<file path="config.mk">
export PLATFORM = sky130hd
export DESIGN_NAME = gpmx_port
export DESIGN_NICKNAME = d
export VERILOG_FILES = /design/src/common/gpmx_pkg.sv /design/src/logic/gpmx_sync.sv /design/src/logic/gpmx_port.sv
export SDC_FILE = /design/constraint.sdc
export NUM_CORES = 1
export LEC_CHECK = 0
export BUFFER_PORTS_ARGS = -buffer_cell sky130_fd_sc_hd__buf_2
export CORE_MARGIN = 10
export CORE_UTILIZATION = 48
export CTS_CLUSTER_DIAMETER = 150
export DETAILED_ROUTE_END_ITERATION = 10
export PLACE_DENSITY = 0.78
export SYNTH_ARGS = -nofsm -noshare
export SYNTH_HDL_FRONTEND = slang
export SYNTH_SLANG_ARGS = --single-unit
</file>
<file path="constraint.sdc">
create_clock -name clk -period 1.25 [get_ports clk]
set_clock_uncertainty 0.1 [all_clocks]
set_input_delay 0.0625 -clock clk [delete_from_list [all_inputs] [get_ports clk]]
set_output_delay 0.0625 -clock clk [all_outputs]
set_load 0.01 [all_outputs]
</file>
<file path="src/common/gpmx_pkg.sv">
package gpmx_pkg;

  localparam int unsigned GPMX_PINS = 6;

  // Pin positions
  localparam int unsigned PIN_SCL = 0;
  localparam int unsigned PIN_SDA = 1;
  localparam int unsigned PIN_SSN = 2;
  localparam int unsigned PIN_TXD = 3;
  localparam int unsigned PIN_RXD = 4;
  localparam int unsigned PIN_SCK = 5;

  // Strap codes on pins one and zero
  localparam logic [1:0] STRAP_DEBUG = 2'h1;
  localparam logic [1:0] STRAP_PROG = 2'h2;

  // Reset values of the configuration
  localparam logic [5:0] RST_DATA = 6'h00;
  localparam logic [5:0] RST_DIR = 6'h00;
  localparam logic [5:0] RST_PULL = 6'h00;
  localparam logic [5:0] RST_WAKE = 6'h00;

  // Cycles after reset release before the strap is caught
  localparam logic [1:0] STRAP_SETTLE = 2'h3;

  typedef enum logic [1:0] {
    GPMX_NORMAL,
    GPMX_DEBUG,
    GPMX_PROG
  } gpmx_mode_e;

  typedef struct packed {
    logic [5:0] data;
    logic [5:0] dir;
    logic [5:0] pull_up;
    logic [5:0] pull_down;
    logic [5:0] wake_en;
    logic [5:0] wake_pol;
  } gpmx_cfg_s;

  typedef struct packed {
    logic i2c_scl_oe;
    logic i2c_scl_out;
    logic i2c_sda_oe;
    logic i2c_sda_out;
    logic uart_en;
    logic uart_mode0;
    logic uart_txd;
    logic uart_rclk;
    logic spi_en;
    logic spi_master;
    logic spi_dma;
    logic spi_ssn_out;
    logic spi_mosi_out;
    logic spi_miso_out;
    logic spi_sclk_out;
    logic pwm_en;
    logic pwm_channel_zero;
    logic pwm_channel_one;
    logic test_en;
    logic test0;
    logic test1;
    logic rf_data;
  } gpmx_alt_s;

  typedef struct packed {
    logic [5:0] drive;
    logic [5:0] value;
  } gpmx_pad_s;

endpackage

</file>
<file path="src/logic/gpmx_sync.sv">
`timescale 1ns/10ps
module gpmx_sync
  import gpmx_pkg::*;
(
  input wire logic clk,
  input wire logic rst,
  input wire logic [GPMX_PINS-1:0] async_in,
  output logic [GPMX_PINS-1:0] sync_out
);

  logic [GPMX_PINS-1:0] meta_q;
  logic [GPMX_PINS-1:0] meta_d;
  logic [GPMX_PINS-1:0] sync_q;
  logic [GPMX_PINS-1:0] sync_d;

  always_comb begin
    meta_d = async_in;
    sync_d = meta_q;
  end

  always_ff @(posedge clk) begin
    if (rst) begin
      meta_q <= '0;
      sync_q <= '0;
    end else begin
      meta_q <= meta_d;
      sync_q <= sync_d;
    end
  end

  assign sync_out = sync_q;

endmodule

</file>
<file path="src/logic/gpmx_port.sv">
`timescale 1ns/10ps
// Operation
// RL1: Six port pins, read and driven by software through plain ports.
// RL2: Power-on strap on pins one and zero: 01 debug, 10 programming.
// RL3: Any pin may wake from power-down or resume from idle.
// RL4: I2C enabled puts clock on pin zero, data on pin one.
// RL5: Outside party or internal pull-up supplies I2C weak high.
// RL6: UART enabled drives transmit on pin three, receives on pin four.
// RL7: UART mode 0 drives receive clock out on pin four.
// RL8: SPI maps select, MOSI, MISO, clock to pins two to five.
// RL9: Select is input normally, output as DMA master.
// RL10: Timer PWM channel zero on pin two, channel one on four.
// RL11: RF data enable sends encoder stream on pin two.
// RL12: Pin five can supply the external system clock.
// RL13: Each pin has software-selectable pull-up and pull-down.
// RL14: Configuration held through power-down and thermal shutdown.
// RL15: Unclaimed pins are plain GPIO by direction and data register.
module gpmx_port
  import gpmx_pkg::*;
(
  input wire logic clk,
  input wire logic rst,
  input wire gpmx_cfg_s cfg_in,
  input wire logic cfg_we,
  input wire logic i2c_pin_enable,
  input wire logic rf_data_pin_enable,
  input wire logic ext_clk_sel,
  input wire gpmx_alt_s alt,
  input wire logic [GPMX_PINS-1:0] pad_in,
  output logic [GPMX_PINS-1:0] pad_out,
  output logic [GPMX_PINS-1:0] pad_oe_n,
  output logic [GPMX_PINS-1:0] pad_pull_up,
  output logic [GPMX_PINS-1:0] pad_pull_down,
  output logic [GPMX_PINS-1:0] port_read,
  output logic i2c_scl_in,
  output logic i2c_sda_in,
  output logic uart_rxd_in,
  output logic spi_ssn_in,
  output logic spi_mosi_in,
  output logic spi_miso_in,
  output logic spi_sclk_in,
  output logic external_system_clock_in,
  output logic wake_event,
  output gpmx_mode_e boot_mode,
  output logic boot_mode_valid
);

  ////////////////////////////////////////////////////////////////////////////
  // Pin input synchronisers

  logic [GPMX_PINS-1:0] pin_s;

  gpmx_sync u_sync (
    .clk(clk),
    .rst(rst),
    .async_in(pad_in),
    .sync_out(pin_s)
  );

  ////////////////////////////////////////////////////////////////////////////
  // Configuration registers

  gpmx_cfg_s cfg_q;
  gpmx_cfg_s cfg_d;

  always_comb begin
    cfg_d = cfg_q;
    // RL14 held across low power
    // RL1 software port access
    if (cfg_we) begin
      cfg_d = cfg_in;
    end
  end

  always_ff @(posedge clk) begin
    if (rst) begin
      cfg_q.data <= RST_DATA;
      cfg_q.dir <= RST_DIR;
      cfg_q.pull_up <= RST_PULL;
      cfg_q.pull_down <= RST_PULL;
      cfg_q.wake_en <= RST_WAKE;
      cfg_q.wake_pol <= RST_WAKE;
    end else begin
      cfg_q <= cfg_d;
    end
  end

  ////////////////////////////////////////////////////////////////////////////
  // Boot strap capture

  logic [1:0] settle_q;
  logic [1:0] settle_d;
  gpmx_mode_e mode_q;
  gpmx_mode_e mode_d;
  logic mode_valid_q;
  logic mode_valid_d;

  function automatic gpmx_mode_e strap_decode(input logic [1:0] code);
    if (code == STRAP_DEBUG) begin
      strap_decode = GPMX_DEBUG;
    end else if (code == STRAP_PROG) begin
      strap_decode = GPMX_PROG;
    end else begin
      strap_decode = GPMX_NORMAL;
    end
  endfunction

  always_comb begin
    settle_d = settle_q;
    mode_d = mode_q;
    mode_valid_d = mode_valid_q;
    // RL2 strap sampled once
    if (!mode_valid_q) begin
      if (settle_q == STRAP_SETTLE) begin
        mode_d = strap_decode({pin_s[PIN_SDA], pin_s[PIN_SCL]});
        mode_valid_d = 1'b1;
      end else begin
        settle_d = settle_q + 2'h1;
      end
    end
  end

  always_ff @(posedge clk) begin
    if (rst) begin
      settle_q <= 2'h0;
      mode_q <= GPMX_NORMAL;
      mode_valid_q <= 1'b0;
    end else begin
      settle_q <= settle_d;
      mode_q <= mode_d;
      mode_valid_q <= mode_valid_d;
    end
  end

  ////////////////////////////////////////////////////////////////////////////
  // Output multiplexer

  logic [GPMX_PINS-1:0] out_d;
  logic [GPMX_PINS-1:0] drv_d;
  logic [GPMX_PINS-1:0] out_q;
  logic [GPMX_PINS-1:0] oe_n_q;
  logic ssn_drive;

  always_comb begin
    // RL15 default GPIO behaviour
    out_d = cfg_q.data;
    drv_d = cfg_q.dir;
    // RL9 select direction
    ssn_drive = alt.spi_master && alt.spi_dma;

    // RL4 I2C pin zero and one
    if (i2c_pin_enable) begin
      out_d[PIN_SCL] = alt.i2c_scl_out;
      drv_d[PIN_SCL] = alt.i2c_scl_oe;
      out_d[PIN_SDA] = alt.i2c_sda_out;
      drv_d[PIN_SDA] = alt.i2c_sda_oe;
    end

    // RL10 PWM channel zero
    if (alt.pwm_en) begin
      out_d[PIN_SSN] = alt.pwm_channel_zero;
      drv_d[PIN_SSN] = 1'b1;
    end
    // RL11 RF stream out
    if (rf_data_pin_enable) begin
      out_d[PIN_SSN] = alt.rf_data;
      drv_d[PIN_SSN] = 1'b1;
    end

    // Test outputs on pins three and four
    if (alt.test_en) begin
      out_d[PIN_TXD] = alt.test0;
      drv_d[PIN_TXD] = 1'b1;
      out_d[PIN_RXD] = alt.test1;
      drv_d[PIN_RXD] = 1'b1;
    end

    // RL10 PWM channel one
    if (alt.pwm_en) begin
      out_d[PIN_RXD] = alt.pwm_channel_one;
      drv_d[PIN_RXD] = 1'b1;
    end

    // RL6 UART transmit pin
    if (alt.uart_en) begin
      out_d[PIN_TXD] = alt.uart_txd;
      drv_d[PIN_TXD] = 1'b1;
      // RL7 mode 0 clock out
      out_d[PIN_RXD] = alt.uart_mode0 ? alt.uart_rclk : 1'b0;
      drv_d[PIN_RXD] = alt.uart_mode0;
    end

    // RL8 SPI pin map
    if (alt.spi_en) begin
      out_d[PIN_SSN] = alt.spi_ssn_out;
      drv_d[PIN_SSN] = ssn_drive;
      out_d[PIN_TXD] = alt.spi_mosi_out;
      drv_d[PIN_TXD] = alt.spi_master;
      out_d[PIN_RXD] = alt.spi_miso_out;
      drv_d[PIN_RXD] = !alt.spi_master;
      out_d[PIN_SCK] = alt.spi_sclk_out;
      drv_d[PIN_SCK] = alt.spi_master;
    end

    // RL12 clock input pin
    if (ext_clk_sel) begin
      out_d[PIN_SCK] = 1'b0;
      drv_d[PIN_SCK] = 1'b0;
    end
  end

  always_ff @(posedge clk) begin
    if (rst) begin
      out_q <= '0;
      oe_n_q <= '1;
    end else begin
      out_q <= out_d;
      oe_n_q <= ~drv_d;
    end
  end

  ////////////////////////////////////////////////////////////////////////////
  // Pull resistors and input routing

  logic [GPMX_PINS-1:0] pu_d;
  logic [GPMX_PINS-1:0] pu_q;
  logic [GPMX_PINS-1:0] pd_q;
  logic [GPMX_PINS-1:0] read_q;
  logic [7:0] route_q;
  logic [7:0] route_d;

  always_comb begin
    // RL13 software pulls
    pu_d = cfg_q.pull_up;
    // RL5 pull-up kept under software
    route_d[0] = pin_s[PIN_SCL];
    route_d[1] = pin_s[PIN_SDA];
    route_d[2] = pin_s[PIN_RXD];
    route_d[3] = pin_s[PIN_SSN];
    route_d[4] = pin_s[PIN_TXD];
    route_d[5] = pin_s[PIN_RXD];
    route_d[6] = pin_s[PIN_SCK];
    route_d[7] = pin_s[PIN_SCK];
  end

  always_ff @(posedge clk) begin
    if (rst) begin
      pu_q <= RST_PULL;
      pd_q <= RST_PULL;
      read_q <= '0;
      route_q <= 8'h00;
    end else begin
      pu_q <= pu_d;
      pd_q <= cfg_q.pull_down;
      read_q <= pin_s;
      route_q <= route_d;
    end
  end

  ////////////////////////////////////////////////////////////////////////////
  // Wake detection

  logic [GPMX_PINS-1:0] prev_q;
  logic [GPMX_PINS-1:0] hit;
  logic wake_q;
  logic wake_d;

  generate
    for (genvar i = 0; i < GPMX_PINS; i++) begin : g_wake
      // RL3 per-pin wake edge
      assign hit[i] = cfg_q.wake_en[i] &&
                      (pin_s[i] != prev_q[i]) &&
                      (pin_s[i] == cfg_q.wake_pol[i]);
    end
  endgenerate

  always_comb begin
    wake_d = |hit;
  end

  always_ff @(posedge clk) begin
    if (rst) begin
      prev_q <= '0;
      wake_q <= 1'b0;
    end else begin
      prev_q <= pin_s;
      wake_q <= wake_d;
    end
  end

  ////////////////////////////////////////////////////////////////////////////
  // Output assignments

  assign pad_out = out_q;
  assign pad_oe_n = oe_n_q;
  assign pad_pull_up = pu_q;
  assign pad_pull_down = pd_q;
  assign port_read = read_q;
  assign i2c_scl_in = route_q[0];
  assign i2c_sda_in = route_q[1];
  assign uart_rxd_in = route_q[2];
  assign spi_ssn_in = route_q[3];
  assign spi_mosi_in = route_q[4];
  assign spi_miso_in = route_q[5];
  assign spi_sclk_in = route_q[6];
  assign external_system_clock_in = route_q[7];
  assign wake_event = wake_q;
  assign boot_mode = mode_q;
  assign boot_mode_valid = mode_valid_q;

endmodule

</file>
==> flow_summary_export.csv <==
group,metric,value,unit
placement,dp_hpwl,5130,um
synth,synthTopCellsByArea,"dfxtp_1, mux2i_1, nor2b_1, nor2_1, buf_4",
placement,pre_cts_slack,83.6,ps
synth,yosysTopAreaCell,"dfxtp_1",
pwr,power,5430,uW
synth,avgSynthCellArea,10.6,sq um
pwr,powerDensity,1240,nW/um^2
die,dieArea,9890,sq um
timing,rsz0062_at_grt,"yes",
final_layout,final_util,73.0,%
critical_path,cp-start-kind,"input port",
synth,syn-cell-area,3030,sq um
pwr,power_leakage,0.00208,uW
synth,synthXorXnorAreaFrac,0.289,%
pwr,ir_worst_vdd,1.05,mV
route,post-route-drc-count,0,
critical_path,slowest_stage,"dlygate4sd3_1",
global_route,antenna_found_initial,2,
timing,tns,0,ps
die,die-height,99.4,um
route,wl_per_cell,15.4,um
run_status,outcome,"finished clean",
final_layout,fillers,434,
die,boundaryPins,112,
clock_network,clkTransAtPathRegs,90,ps
final_layout,syn_to_final_growth,45.2,%
route,postRouteAntennaNets,0,
synth,muxShareOfSynthArea,15.5,%
route,drt-initial-drc-count,53,
clock_network,clock_path_buffers,2,
final_layout,final_nets,526,
timing,tightest_slew,295,ps
timing,final.setup.worst_slack,29.9,ps
synth,synth_top_family_by_area,"simple AND/OR/NAND/NOR gates",
timing,period_minus_slack,1220,ps
timing,finalMaxSlewViolations,0,
die,core_area,6030,sq um
die,die_w,99.4,um
synth,synth_top_area_share,55.5,%
clock_network,cts.sinks,84,
clock_network,htreeDepth,3,
critical_path,required,1450,ps
clock_network,numCtsBuffers,9,
placement,io_buffers,111,
route,routed_wl,8260,um
final_layout,seq_area,1680,sq um
clock_network,clk_latency,350,ps
clock_network,cts_tree,"built",
synth,synth_nets,357,
synth,yosysUniqueCellTypes,31,
global_route,grt_pass1_vias,2657,
timing,hold_violations,0,
global_route,grt_usage,16.4,%
synth,yosysSeqAreaShare,55.5,%
placement,dpl-instance-area,3560,sq um
critical_path,slowest_delay,550,ps
critical_path,cpMostUsedCell,"dlygate4sd3_1",
final_layout,drive_gt1_share,28.9,%
route,avgViaCountPerCell,4.80,
timing,setup_viol,0,
synth,synth_compound_area_share,4.58,%
die,rows,28,
timing,period_share,97.6,%
critical_path,crit_chain,"dlygate4sd3_1 -> buf_4 -> nor2b_1 -> dlygate4sd3_1",
route,vias,2581,
hold_path,hold_class,"in2reg",
final_layout,multi_input_area,1170,sq um
timing,fmax,820,MHz
synth,netlist_instances,286,
timing,max_slew_margin,80.1,%
global_route,grt_max_degree,37,
synth,yosys.area_share.adder,0.413,%
final_layout,finalInstanceArea,4400,sq um
critical_path,critical_path.max_fanout,6,
critical_path,crit_arrival,1420,ps
die,start_util,50.3,%
critical_path,end_kind,"flop",
clock_network,cts-root-buf,"clkbuf_8",
route,drt-pass1-iter-count,4,
global_route,grt_pass1_wl,13000,um
placement,place_congestion,0.836,
global_route,overflow,0,
synth,synth_simple_gate_area_share,17.6,%
synth,ys_ff_latch,84,
synth,yosysWarningCount,0,
critical_path,critPathKind,"in2reg",
run,max_cap_viol_count,0,
## through the flow
step	hold WS (ps)	cells
after global placement	151	454
after global routing	105	538
after floorplan	40.8	286
final	78.0	538
after CTS	8.47	535
after detailed placement	154	454
## final timing paths
kind / startpoint / end / slack (ps) / cells after the start
worst max-delay path: rst / u_sync.meta_q[4] / 30 / 4
worst min-delay path: alt[14] / pad_out[4] / 80 / 3
worst max register to register: settle_q[0] / boot_mode[1] / 80 / 5
worst min register to register: u_sync.meta_q[3] / u_sync.sync_out[3] / 340 / 1
## worst max-delay path: cells and delay by family
kind | cells | cell delay (ps)
buffers and inverters | 3 | 1260
and+or+nand+nor | 1 | 100
## Yosys cell counts
cell       n
dfxtp_1   84
nor2_1    48
mux2i_1   47
nor2b_1   32
nand2_1   10
buf_4      9
nand2b_1   6
buf_6      5
buf_2      4
clkbuf_1   4
nor3b_1    4
o21ai_1    4
a21oi_1    3
o21ai_0    3
o22ai_1    3
a22oi_1    2
nor3_1     2
nor4_1     2
or2_1      2
a211o_1    1
a221oi_2   1
a31oi_1    1
a41oi_1    1
buf_12     1
ha_1       1
inv_1      1
nand3b_1   1
o21bai_1   1
o41ai_1    1
or3_1      1
xnor2_1    1
## routing by layer
| metal | global-route usage, % | vias up | wire [um] |
|---|---|---|---|
| met5 | 0 | - | 0 |
| met4 | 11.2 | 0 | 331 |
| met3 | 5.05 | 25 | 457 |
| met2 | 29.1 | 83 | 4340 |
| met1 | 15.9 | 1188 | 3130 |
| li1 | - | 1285 | - |
## where the power goes
part / switching (uW) / internal (uW) / total, uW
Combinational: 341 / 447 / 788
Clock: 953 / 771 / 1720
Sequential: 81.3 / 2840 / 2920
## kinds of logic after synthesis
family                     Yosys count
and+or+nand+nor                    108
DFF                                 84
muxes                               47
buffers and inverters               24
AOI/OAI and AO/OA                   21
xor gates and xnor gates             1
adders and majority gates            1
## flip-flops by register name (all words and copies together), names as in the netlist
name / cells
settle_q: 2
u_sync.meta_q: 6
wake_event: 1
boot_mode: 2
pu_d: 6
pad_pull_up: 6
pad_pull_down: 6
u_sync.sync_out: 6
pad_oe_n: 6
cfg_q: 30
boot_mode_valid: 1
route_q: 6
pad_out: 6
## cells in the final DEF (no fill, tap or decap), types with 2 or more instances in the layout
cell type	Yosys	final
diode_2	0	3
clkbuf_1	4	2
a22oi_1	2	2
buf_2	4	109
clkinvlp_4	0	2
buf_4	9	4
clkinv_2	0	2
nor3b_1	4	4
clkbuf_8	0	10
nor2_1	48	48
or2_1	2	2
o22ai_1	3	3
nor4_1	2	2
nand2b_1	6	6
mux2i_1	47	47
dfxtp_1	84	83
buf_12	1	2
o21ai_0	3	3
a21oi_1	3	3
nor2b_1	32	32
dlygate4sd3_1	0	65
nand2_1	10	10
o21ai_1	4	4
nor3_1	2	2
## what timing repair did
action	CTS	global route
endpoints found under the setup margin	0	5
hold buffers	65	0
gates resized for setup	0	5
endpoints found under the hold margin	54	0
buffers inserted	0	0
## cell type report
| cell class | count | share of cell area [%] |
|---|---|---|
| antenna | 3 | 0.171 |
| multi-input combinational | 178 | 26.5 |
| sequential | 84 | 38.3 |
| clock inverter | 4 | 0.569 |
| clock buffer | 12 | 3.30 |
| timing repair buffer | 181 | 29.0 |
| tap | 75 | 2.13 |
| inverter | 1 | 0.0853 |
No activity file was read; power rests on OpenSTA's default activity.
